## src/design/mrf_pkg.sv

```systemverilog
// Shared constants and types of the modem failover controller
package mrf_pkg;
	// ----------------------------------------------------------------
	// Sizes and timing
	// ----------------------------------------------------------------
	localparam int SLOTS = 10;
	localparam int SLOT_W = 4;
	localparam int HOLD_W = 7;
	localparam logic [HOLD_W-1:0] HOLD_MIN = 7'h01;
	localparam logic [HOLD_W-1:0] HOLD_MAX = 7'h63;
	localparam logic [HOLD_W-1:0] HOLD_RST = 7'h0a;
	localparam int CLK_FREQ_HZ = 10_000_000;
	localparam int TICK_PERIOD_S = 1;
	localparam int TICK_CYCLES = CLK_FREQ_HZ * TICK_PERIOD_S;

	// ----------------------------------------------------------------
	// Register map
	// ----------------------------------------------------------------
	localparam logic [7:0] ADDR_CTRL = 8'h00;
	localparam logic [7:0] ADDR_ACTIVE = 8'h04;
	localparam logic [7:0] ADDR_HOLD = 8'h08;
	localparam logic [7:0] ADDR_MANUAL = 8'h0c;
	localparam logic [7:0] ADDR_STATUS = 8'h10;
	localparam logic [7:0] ADDR_EVENTS = 8'h14;
	localparam logic [7:0] ADDR_FAULTS = 8'h18;

	localparam int CTRL_AUTO_BIT = 0;
	localparam int CTRL_MASK_RX_BIT = 1;
	localparam int CTRL_MASK_TX_BIT = 2;
	localparam int HOLD_BACKUP_LSB = 0;
	localparam int HOLD_RESTORE_LSB = 8;
	localparam int MAN_SLOT_LSB = 0;
	localparam int MAN_CMD_LSB = 4;
	localparam int ST_SLOT_LSB = 0;
	localparam int ST_STATE_LSB = 4;
	localparam int ST_RED_BIT = 6;
	localparam int ST_AUTO_BIT = 7;
	localparam int FLT_RM_BIT = 16;

	localparam logic [1:0] MAN_RELEASE = 2'h0;
	localparam logic [1:0] MAN_BRIDGE = 2'h1;
	localparam logic [1:0] MAN_BACKUP = 2'h2;

	// ----------------------------------------------------------------
	// Types
	// ----------------------------------------------------------------
	typedef struct packed {
		logic rx;
		logic tx;
	} mrf_fault_t;

	typedef enum logic [1:0] {
		ST_IDLE,
		ST_BRIDGE,
		ST_BACKUP
	} mrf_state_t;
endpackage : mrf_pkg

```

## src/design/mrf_failover.sv

```systemverilog
// Failover controller for a one-for-ten modem redundancy switch
`timescale 1ns/1ns
`default_nettype none

// Overview of operation
// - Ten slots, active flags cleared at reset
// - Active flag only while interface card present
// - Poll every active modem, skip inactive slots
// - Status red until polled and configured
// - Reset into manual mode
// - Stored-event indicator blinks in manual mode
// - Manual: operator selects bridge, backup or release only
// - Auto: first failed modem bridged, then backed up
// - Bridge after backup holdoff, then switch over
// - Fault clearing early cancels pending backup
// - Redundant fault restores traffic once the modem has been clear for the restore holdoff
// - Holdoffs 1 to 99 seconds, default 10
// - Never switch to faulted redundant modem
// - Backed-up modem stays offline after clearing
// - New fault returns cleared modem, bridges new
// - Failures serviced as they expire; queued ones lowest slot first
// - Simultaneous faults: lower slot backed up
// - Bridge indicator lit for one modem only
// - Online indicators follow who carries traffic
// - Summary status follows modem fault states
// - Masked traffic-modem fault types ignored and not logged
module mrf_failover
	import mrf_pkg::*;
#(
	parameter int NUM_SLOTS = SLOTS,
	parameter int TICK_COUNT = TICK_CYCLES
) (
	input wire logic clk_i,
	input wire logic rst_i,
	input wire logic cyc_i,
	input wire logic stb_i,
	input wire logic we_i,
	input wire logic [7:0] adr_i,
	input wire logic [3:0] sel_i,
	input wire logic [31:0] dat_i,
	output logic [31:0] dat_o,
	output logic ack_o,
	input wire logic [NUM_SLOTS-1:0] modem_interface_card_i,
	input wire mrf_fault_t [NUM_SLOTS-1:0] tm_fault_i,
	input wire mrf_fault_t rm_fault_i,
	output logic poll_req_o,
	output logic [SLOT_W-1:0] poll_slot_o,
	input wire logic poll_ack_i,
	output logic rm_cfg_req_o,
	input wire logic rm_cfg_done_i,
	output logic [NUM_SLOTS-1:0] bridge_led_o,
	output logic [NUM_SLOTS-1:0] online_led_o,
	output logic rm_online_led_o,
	output logic switch_green_o,
	output logic stored_event_led_o
);
	// ----------------------------------------------------------------
	// Declarations
	// ----------------------------------------------------------------
	logic auto_q, mask_rx_q, mask_tx_q, red_q, blink_q, ack_q;
	logic [NUM_SLOTS-1:0] active_q, pend_q, events_q, fault_q;
	logic [NUM_SLOTS-1:0] eff_fault, bk_cond, bk_exp, other_exp;
	logic [HOLD_W-1:0] bk_hold_q, rs_hold_q, conf_q, rs_q;
	logic [HOLD_W-1:0] bk_cnt_q [NUM_SLOTS];
	logic [SLOT_W-1:0] ptr_q, slot_q, first_slot;
	logic [31:0] tick_cnt_q, wmask, rdata, ctrl_nx, act_nx;
	logic tick, wr, rm_any, slot_fault, rs_done;
	mrf_state_t state_q;

	assign wmask = {{8{sel_i[3]}}, {8{sel_i[2]}}, {8{sel_i[1]}}, {8{sel_i[0]}}};
	assign wr = cyc_i & stb_i & we_i & ack_q;
	assign ctrl_nx = dat_i & wmask;
	assign act_nx = (32'(active_q) & ~wmask) | (dat_i & wmask);

	function automatic logic hold_ok(input logic [HOLD_W-1:0] v);
		hold_ok = (v >= HOLD_MIN) && (v <= HOLD_MAX);
	endfunction : hold_ok

	// ----------------------------------------------------------------
	// One-second tick
	// ----------------------------------------------------------------
	assign tick = (tick_cnt_q == 32'(TICK_COUNT - 1));

	always_ff @(posedge clk_i) begin
		if (rst_i || tick) begin
			tick_cnt_q <= 32'h0000_0000;
		end else begin
			tick_cnt_q <= tick_cnt_q + 32'h0000_0001;
		end
	end

	always_ff @(posedge clk_i) begin
		if (rst_i) begin
			blink_q <= 1'b0;
		end else if (tick) begin
			blink_q <= ~blink_q;
		end
	end

	// ----------------------------------------------------------------
	// Wishbone slave
	// ----------------------------------------------------------------
	always_ff @(posedge clk_i) begin
		if (rst_i) begin
			ack_q <= 1'b0;
		end else begin
			ack_q <= cyc_i & stb_i & ~ack_q;
		end
	end
	assign ack_o = ack_q;

	always_comb begin
		rdata = 32'h0000_0000;
		unique case (adr_i)
			ADDR_CTRL: begin
				rdata[CTRL_AUTO_BIT] = auto_q;
				rdata[CTRL_MASK_RX_BIT] = mask_rx_q;
				rdata[CTRL_MASK_TX_BIT] = mask_tx_q;
			end
			ADDR_ACTIVE: rdata[NUM_SLOTS-1:0] = active_q;
			ADDR_HOLD: begin
				rdata[HOLD_BACKUP_LSB +: HOLD_W] = bk_hold_q;
				rdata[HOLD_RESTORE_LSB +: HOLD_W] = rs_hold_q;
			end
			ADDR_STATUS: begin
				rdata[ST_SLOT_LSB +: SLOT_W] = slot_q;
				rdata[ST_STATE_LSB +: 2] = state_q;
				rdata[ST_RED_BIT] = red_q;
				rdata[ST_AUTO_BIT] = auto_q;
			end
			ADDR_EVENTS: rdata[NUM_SLOTS-1:0] = events_q;
			ADDR_FAULTS: begin
				rdata[NUM_SLOTS-1:0] = fault_q;
				rdata[FLT_RM_BIT] = rm_any;
			end
			default: rdata = 32'h0000_0000;
		endcase
	end

	always_ff @(posedge clk_i) begin
		if (rst_i) begin
			dat_o <= 32'h0000_0000;
		end else if (cyc_i && stb_i && !ack_q && !we_i) begin
			dat_o <= rdata;
		end
	end

	// ----------------------------------------------------------------
	// Configuration registers
	// ----------------------------------------------------------------
	always_ff @(posedge clk_i) begin
		if (rst_i) begin
			auto_q <= 1'b0;
			mask_rx_q <= 1'b0;
			mask_tx_q <= 1'b0;
		end else if (wr && adr_i == ADDR_CTRL) begin
			auto_q <= ctrl_nx[CTRL_AUTO_BIT];
			mask_rx_q <= ctrl_nx[CTRL_MASK_RX_BIT];
			mask_tx_q <= ctrl_nx[CTRL_MASK_TX_BIT];
		end
	end

	always_ff @(posedge clk_i) begin
		if (rst_i) begin
			bk_hold_q <= HOLD_RST;
			rs_hold_q <= HOLD_RST;
		end else if (wr && adr_i == ADDR_HOLD) begin
			if (hold_ok(dat_i[HOLD_BACKUP_LSB +: HOLD_W]) && sel_i[0]) begin
				bk_hold_q <= dat_i[HOLD_BACKUP_LSB +: HOLD_W];
			end
			if (hold_ok(dat_i[HOLD_RESTORE_LSB +: HOLD_W]) && sel_i[1]) begin
				rs_hold_q <= dat_i[HOLD_RESTORE_LSB +: HOLD_W];
			end
		end
	end

	// ----------------------------------------------------------------
	// Active flags, polling and redundant configuration
	// ----------------------------------------------------------------
	always_ff @(posedge clk_i) begin
		if (rst_i) begin
			active_q <= '0;
		end else if (wr && adr_i == ADDR_ACTIVE) begin
			active_q <= act_nx[NUM_SLOTS-1:0] & modem_interface_card_i;
		end else begin
			active_q <= active_q & modem_interface_card_i;
		end
	end

	assign poll_slot_o = ptr_q;
	assign poll_req_o = active_q[ptr_q];
	assign rm_cfg_req_o = red_q & ~|pend_q;

	always_ff @(posedge clk_i) begin
		if (rst_i) begin
			ptr_q <= '0;
		end else if (!active_q[ptr_q] || poll_ack_i) begin
			ptr_q <= (ptr_q == SLOT_W'(NUM_SLOTS - 1)) ? '0 : ptr_q + SLOT_W'(1);
		end
	end

	always_ff @(posedge clk_i) begin
		if (rst_i) begin
			pend_q <= '0;
			red_q <= 1'b1;
		end else if (wr && adr_i == ADDR_ACTIVE) begin
			pend_q <= act_nx[NUM_SLOTS-1:0] & modem_interface_card_i;
			red_q <= 1'b1;
		end else begin
			pend_q <= pend_q & active_q;
			if (poll_req_o && poll_ack_i) begin
				pend_q[ptr_q] <= 1'b0;
			end
			if (rm_cfg_req_o && rm_cfg_done_i) begin
				red_q <= 1'b0;
			end
		end
	end

	// ----------------------------------------------------------------
	// Per-slot faults, events and backup holdoff counters
	// ----------------------------------------------------------------
	assign rm_any = rm_fault_i.rx | rm_fault_i.tx;

	for (genvar i = 0; i < NUM_SLOTS; i++) begin : g_slot
		logic rx_e, tx_e;
		assign rx_e = tm_fault_i[i].rx & ~mask_rx_q;
		assign tx_e = tm_fault_i[i].tx & ~mask_tx_q;
		assign eff_fault[i] = active_q[i] & (rx_e | tx_e);
		// Redundant modem must not show the same fault type
		assign bk_cond[i] = auto_q & active_q[i] &
			((rx_e & ~rm_fault_i.rx) | (tx_e & ~rm_fault_i.tx)) &
			~(state_q == ST_BACKUP && slot_q == SLOT_W'(i));
		assign bk_exp[i] = bk_cond[i] && bk_cnt_q[i] == '0;

		always_ff @(posedge clk_i) begin
			if (rst_i || !bk_cond[i]) begin
				bk_cnt_q[i] <= bk_hold_q;
			end else if (tick && bk_cnt_q[i] != '0) begin
				bk_cnt_q[i] <= bk_cnt_q[i] - HOLD_W'(1);
			end
		end

		always_ff @(posedge clk_i) begin
			if (rst_i) begin
				fault_q[i] <= 1'b0;
			end else begin
				fault_q[i] <= eff_fault[i];
			end
		end

		// Sticky; a new fault edge wins over a write-one clear
		always_ff @(posedge clk_i) begin
			if (rst_i) begin
				events_q[i] <= 1'b0;
			end else if (eff_fault[i] && !fault_q[i]) begin
				events_q[i] <= 1'b1;
			end else if (wr && adr_i == ADDR_EVENTS && dat_i[i] && wmask[i]) begin
				events_q[i] <= 1'b0;
			end
		end
	end

	// Lowest of all expired slots wins, whatever the order in which they expired
	always_comb begin
		first_slot = '0;
		for (int j = NUM_SLOTS - 1; j >= 0; j--) begin
			if (other_exp[j]) begin
				first_slot = SLOT_W'(j);
			end
		end
	end

	assign other_exp = bk_exp & ~((state_q != ST_IDLE) ? (NUM_SLOTS'(1) << slot_q) : '0);

	// ----------------------------------------------------------------
	// Failover state machine
	// ----------------------------------------------------------------
	assign slot_fault = eff_fault[slot_q];
	assign rs_done = (rs_q == '0) && !slot_fault;

	always_ff @(posedge clk_i) begin
		if (rst_i || state_q != ST_BACKUP || slot_fault) begin
			rs_q <= rs_hold_q;
		end else if (tick && rs_q != '0) begin
			rs_q <= rs_q - HOLD_W'(1);
		end
	end

	always_ff @(posedge clk_i) begin
		if (rst_i || state_q != ST_BRIDGE) begin
			conf_q <= bk_hold_q;
		end else if (tick && conf_q != '0) begin
			conf_q <= conf_q - HOLD_W'(1);
		end
	end

	always_ff @(posedge clk_i) begin
		if (rst_i) begin
			state_q <= ST_IDLE;
			slot_q <= '0;
		end else if (!auto_q) begin
			if (wr && adr_i == ADDR_MANUAL && sel_i[0]) begin
				unique case (dat_i[MAN_CMD_LSB +: 2])
					MAN_BRIDGE: if (active_q[dat_i[MAN_SLOT_LSB +: SLOT_W]]) begin
						state_q <= ST_BRIDGE;
						slot_q <= dat_i[MAN_SLOT_LSB +: SLOT_W];
					end
					MAN_BACKUP: if (active_q[dat_i[MAN_SLOT_LSB +: SLOT_W]] && !rm_any) begin
						state_q <= ST_BACKUP;
						slot_q <= dat_i[MAN_SLOT_LSB +: SLOT_W];
					end
					MAN_RELEASE: state_q <= ST_IDLE;
					default: state_q <= state_q;
				endcase
			end else if (!active_q[slot_q]) begin
				state_q <= ST_IDLE;
			end
		end else begin
			unique case (state_q)
				ST_IDLE: if (|other_exp) begin
					state_q <= ST_BRIDGE;
					slot_q <= first_slot;
				end
				ST_BRIDGE: if (!slot_fault || rm_any || !active_q[slot_q]) begin
					state_q <= ST_IDLE;
				end else if (conf_q == '0) begin
					state_q <= ST_BACKUP;
				end
				ST_BACKUP: if (!active_q[slot_q]) begin
					state_q <= ST_IDLE;
				end else if (rs_done && rm_any) begin
					state_q <= ST_IDLE;
				end else if (rs_done && |other_exp) begin
					state_q <= ST_BRIDGE;
					slot_q <= first_slot;
				end
			endcase
		end
	end

	// ----------------------------------------------------------------
	// Indicators
	// ----------------------------------------------------------------
	always_ff @(posedge clk_i) begin
		if (rst_i) begin
			bridge_led_o <= '0;
			online_led_o <= '0;
			rm_online_led_o <= 1'b0;
			switch_green_o <= 1'b0;
			stored_event_led_o <= 1'b0;
		end else begin
			bridge_led_o <= '0;
			if (state_q != ST_IDLE) begin
				bridge_led_o[slot_q] <= 1'b1;
			end
			online_led_o <= active_q;
			if (state_q == ST_BACKUP) begin
				online_led_o[slot_q] <= 1'b0;
			end
			rm_online_led_o <= (state_q == ST_BACKUP);
			switch_green_o <= ~red_q & ~|eff_fault & ~rm_any;
			stored_event_led_o <= auto_q ? |events_q : blink_q;
		end
	end
endmodule : mrf_failover

`default_nettype wire

```

## config.mk

```make
export PLATFORM = sky130hd
export DESIGN_NAME = mrf_failover
export DESIGN_NICKNAME = d
export VERILOG_FILES = /design/src/design/mrf_pkg.sv /design/src/design/mrf_failover.sv
export SDC_FILE = /design/constraint.sdc
export NUM_CORES = 1
export LEC_CHECK = 0
export ABC_AREA = 1
export BUFFER_PORTS_ARGS = -buffer_cell sky130_fd_sc_hd__buf_2
export CORE_ASPECT_RATIO = 1.75
export CORE_MARGIN = 1.5
export CORE_UTILIZATION = 55
export CTS_BUF_LIST = sky130_fd_sc_hd__clkbuf_2
export DETAILED_ROUTE_END_ITERATION = 7
export GPL_ROUTABILITY_DRIVEN = 0
export PLACE_DENSITY = 0.76
export REMOVE_ABC_BUFFERS = 1
export SLEW_MARGIN = 10
export SYNTH_ARGS = -nofsm -noshare
export SYNTH_HDL_FRONTEND = slang
export SYNTH_SLANG_ARGS = --single-unit
```

## constraint.sdc

```tcl
create_clock -name clk_i -period 5.2 [get_ports clk_i]
set_input_delay 0.26 -clock clk_i [delete_from_list [all_inputs] [get_ports clk_i]]
set_output_delay 0.26 -clock clk_i [all_outputs]
set_load 0.01 [all_outputs]
```

==> run summary <==
## Power and ir drop
- **peak supply drop** 0.148 mV
- **Cell Int Power** 2.34 mW
- **Static Leakage** 6.22 nW
- **Gate power share** 6.2%
- **sequential cell fraction of total power** 57.5%
- **total design power** 3.17 mW
- **clock power share** 36.3%
- **reported net switching power** 837 uW
- **power per standard cell area** 216 nW/um2
- **switching part of the total power** 26.4%

## Floorplanning
- **area of the core** 22,700 um2
- **area of the die** 23,900 um2
- **horizontal extent of the die** 118 um
- **boundary pin count** 145
- **count of standard-cell rows** 73
- **starting utilization of the core area** 55.7%
- **vertical die dimension** 203 um

## Timing
- **final setup fails** 0
- **portion of the clock cycle consumed by the worst path in the final layout** 77.3%
- **Max Freq** 249 MHz
- **worst-margin pin slew** 1.01 ns
- **skew final** 0.0740 ns
- **headroom to the max-slew limit** 31.9%
- **final number of hold-violating endpoints** 0
- **min Tclk post-route** 4.02 ns
- **setup repair after global routing missed its margin** no
- **Worst Setup Slack, final** 1.18 ns
- **Max Slew Vio Count** 0
- **total negative slack** 0 ns

## Clocking
- **number of levels the H-tree was split into** 2
- **maximum clock path buffer count** 3
- **CTS clk-pin slew, worst paths** 0.11 ns
- **clock tree from TritonCTS** built
- **buffers inserted by post-CTS timing repair** 0
- **clock buffer count from CTS** 50
- **clk_lat worst skew** 0.94 ns
- **clk sink count** 225
- **master cell of the clock root buffer** sky130_fd_sc_hd__clkbuf_2
- **post-cts repair resize count** 0

## Yosys
- **top post-synthesis cells by count** sky130_fd_sc_hd__nand2_1 (392), sky130_fd_sc_hd__inv_1 (181), sky130_fd_sc_hd__nor2_1 (181)
- **share of synthesized area occupied by flip-flops and latches** 42.3%
- **post-synthesis instance total** 1,716
- **total standard cell area after synthesis** 12,600 um2
- **most used flip-flop cell after synthesis** sky130_fd_sc_hd__dfxtp_1
- **Post-synth ARST share** 0%
- **number of enable-type register cells in the synthesized netlist** 84
- **mean post-synth cell area** 7.36 um2
- **cell types occupying the most area after synthesis** sky130_fd_sc_hd__dfxtp_1 (22%), sky130_fd_sc_hd__edfxtp_1 (20%), sky130_fd_sc_hd__nand2_1 (12%)
- **Synth Register Bits** 225
- **total number of yosys warnings** 0
- **area leader, netlist** sky130_fd_sc_hd__dfxtp_1
- **most common cell in the synthesized netlist** sky130_fd_sc_hd__nand2_1
- **area share of the leading cell type in the synthesized netlist** 22.4%
- **distinct cell type count after synthesis** 55

## Drt
- **post-route antenna net violation count** 0
- **Avg Vias per Cell** 5.61
- **detailed-routing iteration count for the pre-antenna-repair pass** 6
- **routed via count** 12.7k
- **Initial DRC Count** 1,358
- **Final Routed Wirelength** 38,400 um
- **residual DRC count** 0
- **routed length per placed instance** 17.0 um

## Worst setup path
- **gate family responsible for the most delay along the worst path** buffers and inverters
- **maximum fanout count along the critical path** 14
- **crit path kind** in -> reg
- **crit path buf inv count** 8
- **Data arrival, critical path** 4.88 ns
- **element type at the critical path start** primary input
- **Crit-path slowest cell** sky130_fd_sc_hd__dlygate4sd3_1
- **most used cell along the critical path** sky130_fd_sc_hd__dlygate4sd3_1
- **maximum single-stage delay on the critical path** 0.58 ns
- **worst-path cell chain** dlygate4sd3_1 -> buf_2 -> inv_1 -> nand2_1 -> dlygate4sd3_1 -> nor3_1 -> inv_1 -> nor2_2 -> nand2_1 -> nor3_1 -> inv_1 -> nor2_2 -> a21oi_1 -> dlygate4sd3_1 -> o21ai_0 -> dlygate4sd3_1
- **critical path endpoint category** flop
- **worst path required time** 6.06 ns

## Placement
- **buffers added on ports** 109
- **total half-perimeter wirelength after legalization and detailed placement** 27,600 um
- **Setup WS pre-CTS** 1.97 ns
- **post-placement cell count** 2,072

## Final layout
- **Final #Nets** 2,028
- **final-layout fill cell count** 2,036
- **fraction of layout cells with a size suffix above 1** 12.6%
- **Non-Filler Instances** 2,255
- **synthesis-to-layout area growth** 16.2%

## GRT
- **global-route wire length before repair** 60,900 um
- **vias in the first global route** 12.5k
- **global router's overall resource usage** 32.1%
- **GR Overflow Total** 0
- **initial antenna violation count** 1
- **maximum number of pins on one net before global-route repair** 44

## Job
- **number of max-cap violations** 0

## Hold path
- **worst hold-check path type** in -> reg

## Run status
- **result of the run** finished clean

==> power groups by stage <==
stage / logic (mW) / registers, mW / clock network, mW
after floorplan: 0.0658 / 1.87 / 0
after global placement: 0.147 / 1.87 / 0
after detailed placement: 0.148 / 1.87 / 0
after CTS: 0.188 / 1.83 / 1.17
after global routing: 0.210 / 1.83 / 1.26
final: 0.196 / 1.83 / 1.15
==> stage by stage <==
stage / area (um2) / hold slack [ns] / util [%]
detailed placement: 13300 / 0.439 / 58.6
floorplan: 12300 / 0.329 / -
global route: 14700 / 0.0615 / 64.8
global placement: 13300 / 0.427 / 58.6
CTS: 14700 / 0.0125 / 64.8
finish: 14700 / 0.0574 / 64.8
==> what timing repair did <==
action | CTS | global route
hold endpoints to repair | 93 | 0
hold buffers | 94 | 0
endpoints found under the setup margin | 0 | 0
==> final cells by class <==
cell class | instances | area, um2 | share of cell area (%)
multi-input cells | 1238 | 6210 | 42.4
flip-flops and latches | 225 | 5350 | 36.4
repair buffers | 212 | 1550 | 10.6
inverters | 191 | 718 | 4.89
clock buffers | 76 | 380 | 2.59
well taps | 300 | 375 | 2.56
clock inverters | 12 | 82.6 | 0.563
diodes | 1 | 2.50 | 0.0171
==> final timing paths <==
path / from / to / slack [ns] / depth (start not counted)
hold / removal: tm_fault_i[7] / bk_cnt_q[3][3]$_DFFE_PP_ / 0.06 / 7
hold reg to reg: tick_cnt_q[0]$_SDFF_PP0_ / tick_cnt_q[0]$_SDFF_PP0_ / 0.46 / 1
setup reg to reg: mask_rx_q$_SDFFE_PP0P_ / rs_q[5]$_DFFE_PP_ / 1.64 / 12
setup / recovery: adr_i[1] / bk_hold_q[3]$_SDFFE_PP1P_ / 1.18 / 16
==> cells in the final DEF (no fill, tap or decap), types with 5 or more instances in the layout <==
cell type | Yosys | routed
sky130_fd_sc_hd__xnor2_1 | 39 | 39
sky130_fd_sc_hd__o21ai_1 | 41 | 41
sky130_fd_sc_hd__or2_2 | 5 | 5
sky130_fd_sc_hd__buf_2 | 20 | 109
sky130_fd_sc_hd__clkbuf_2 | 1 | 76
sky130_fd_sc_hd__buf_4 | 19 | 9
sky130_fd_sc_hd__nand2_1 | 392 | 392
sky130_fd_sc_hd__nor3_1 | 57 | 56
sky130_fd_sc_hd__clkinv_1 | 5 | 11
sky130_fd_sc_hd__o31ai_1 | 5 | 5
sky130_fd_sc_hd__nor2_2 | 16 | 16
sky130_fd_sc_hd__a21oi_1 | 83 | 83
sky130_fd_sc_hd__ha_1 | 27 | 27
sky130_fd_sc_hd__a221oi_1 | 5 | 5
sky130_fd_sc_hd__nor2_1 | 181 | 181
sky130_fd_sc_hd__dfxtp_1 | 141 | 141
sky130_fd_sc_hd__inv_1 | 181 | 181
sky130_fd_sc_hd__edfxtp_1 | 84 | 84
sky130_fd_sc_hd__dlygate4sd3_1 | 0 | 94
sky130_fd_sc_hd__nand3_2 | 5 | 5
sky130_fd_sc_hd__conb_1 | 1 | 16
sky130_fd_sc_hd__o21ai_0 | 102 | 102
sky130_fd_sc_hd__o22ai_1 | 13 | 13
sky130_fd_sc_hd__xor2_1 | 23 | 23
sky130_fd_sc_hd__nand3_1 | 136 | 136
sky130_fd_sc_hd__nor4_1 | 11 | 11
sky130_fd_sc_hd__o21ai_2 | 6 | 6
sky130_fd_sc_hd__nand4_1 | 36 | 36
==> sequential cells by signal, indices dropped and copies added (netlist names), 10 cells and up <==
name / cells
bk_cnt_q: 70
bridge_led_o: 10
dat_o: 16
tick_cnt_q: 32
online_led_o: 10
active_q: 10
fault_q: 10
events_q: 10
pend_q: 10
==> cell families after synthesis <==
group	Yosys count	share of synthesized area [%]
buf+inv	268	8.93
compound gates	284	12.6
simple gates	849	29.1
fa+ha+maj	27	2.68
xor+xnor	62	4.30
flops	225	42.3
other cells	1	0.0297
==> metal layers <==
layer	global-route usage (%)	vias to the layer above	wire length [um]
met3	4.95	191	2600
met1	33.4	5742	13400
met4	22.9	0	2830
met5	0	-	0
li1	-	6109	-
met2	58.8	615	19600
==> tightest hold or removal path, cell delays in order <==
cell	delay, ns
sky130_fd_sc_hd__buf_2	0.12
sky130_fd_sc_hd__nand3_1	0.07
sky130_fd_sc_hd__nand2_1	0.05
sky130_fd_sc_hd__nand2_1	0.07
sky130_fd_sc_hd__nor3_1	0.08
sky130_fd_sc_hd__nand3_1	0.08
sky130_fd_sc_hd__nand2_1	0.05
Power figures use the tool's default switching activity.
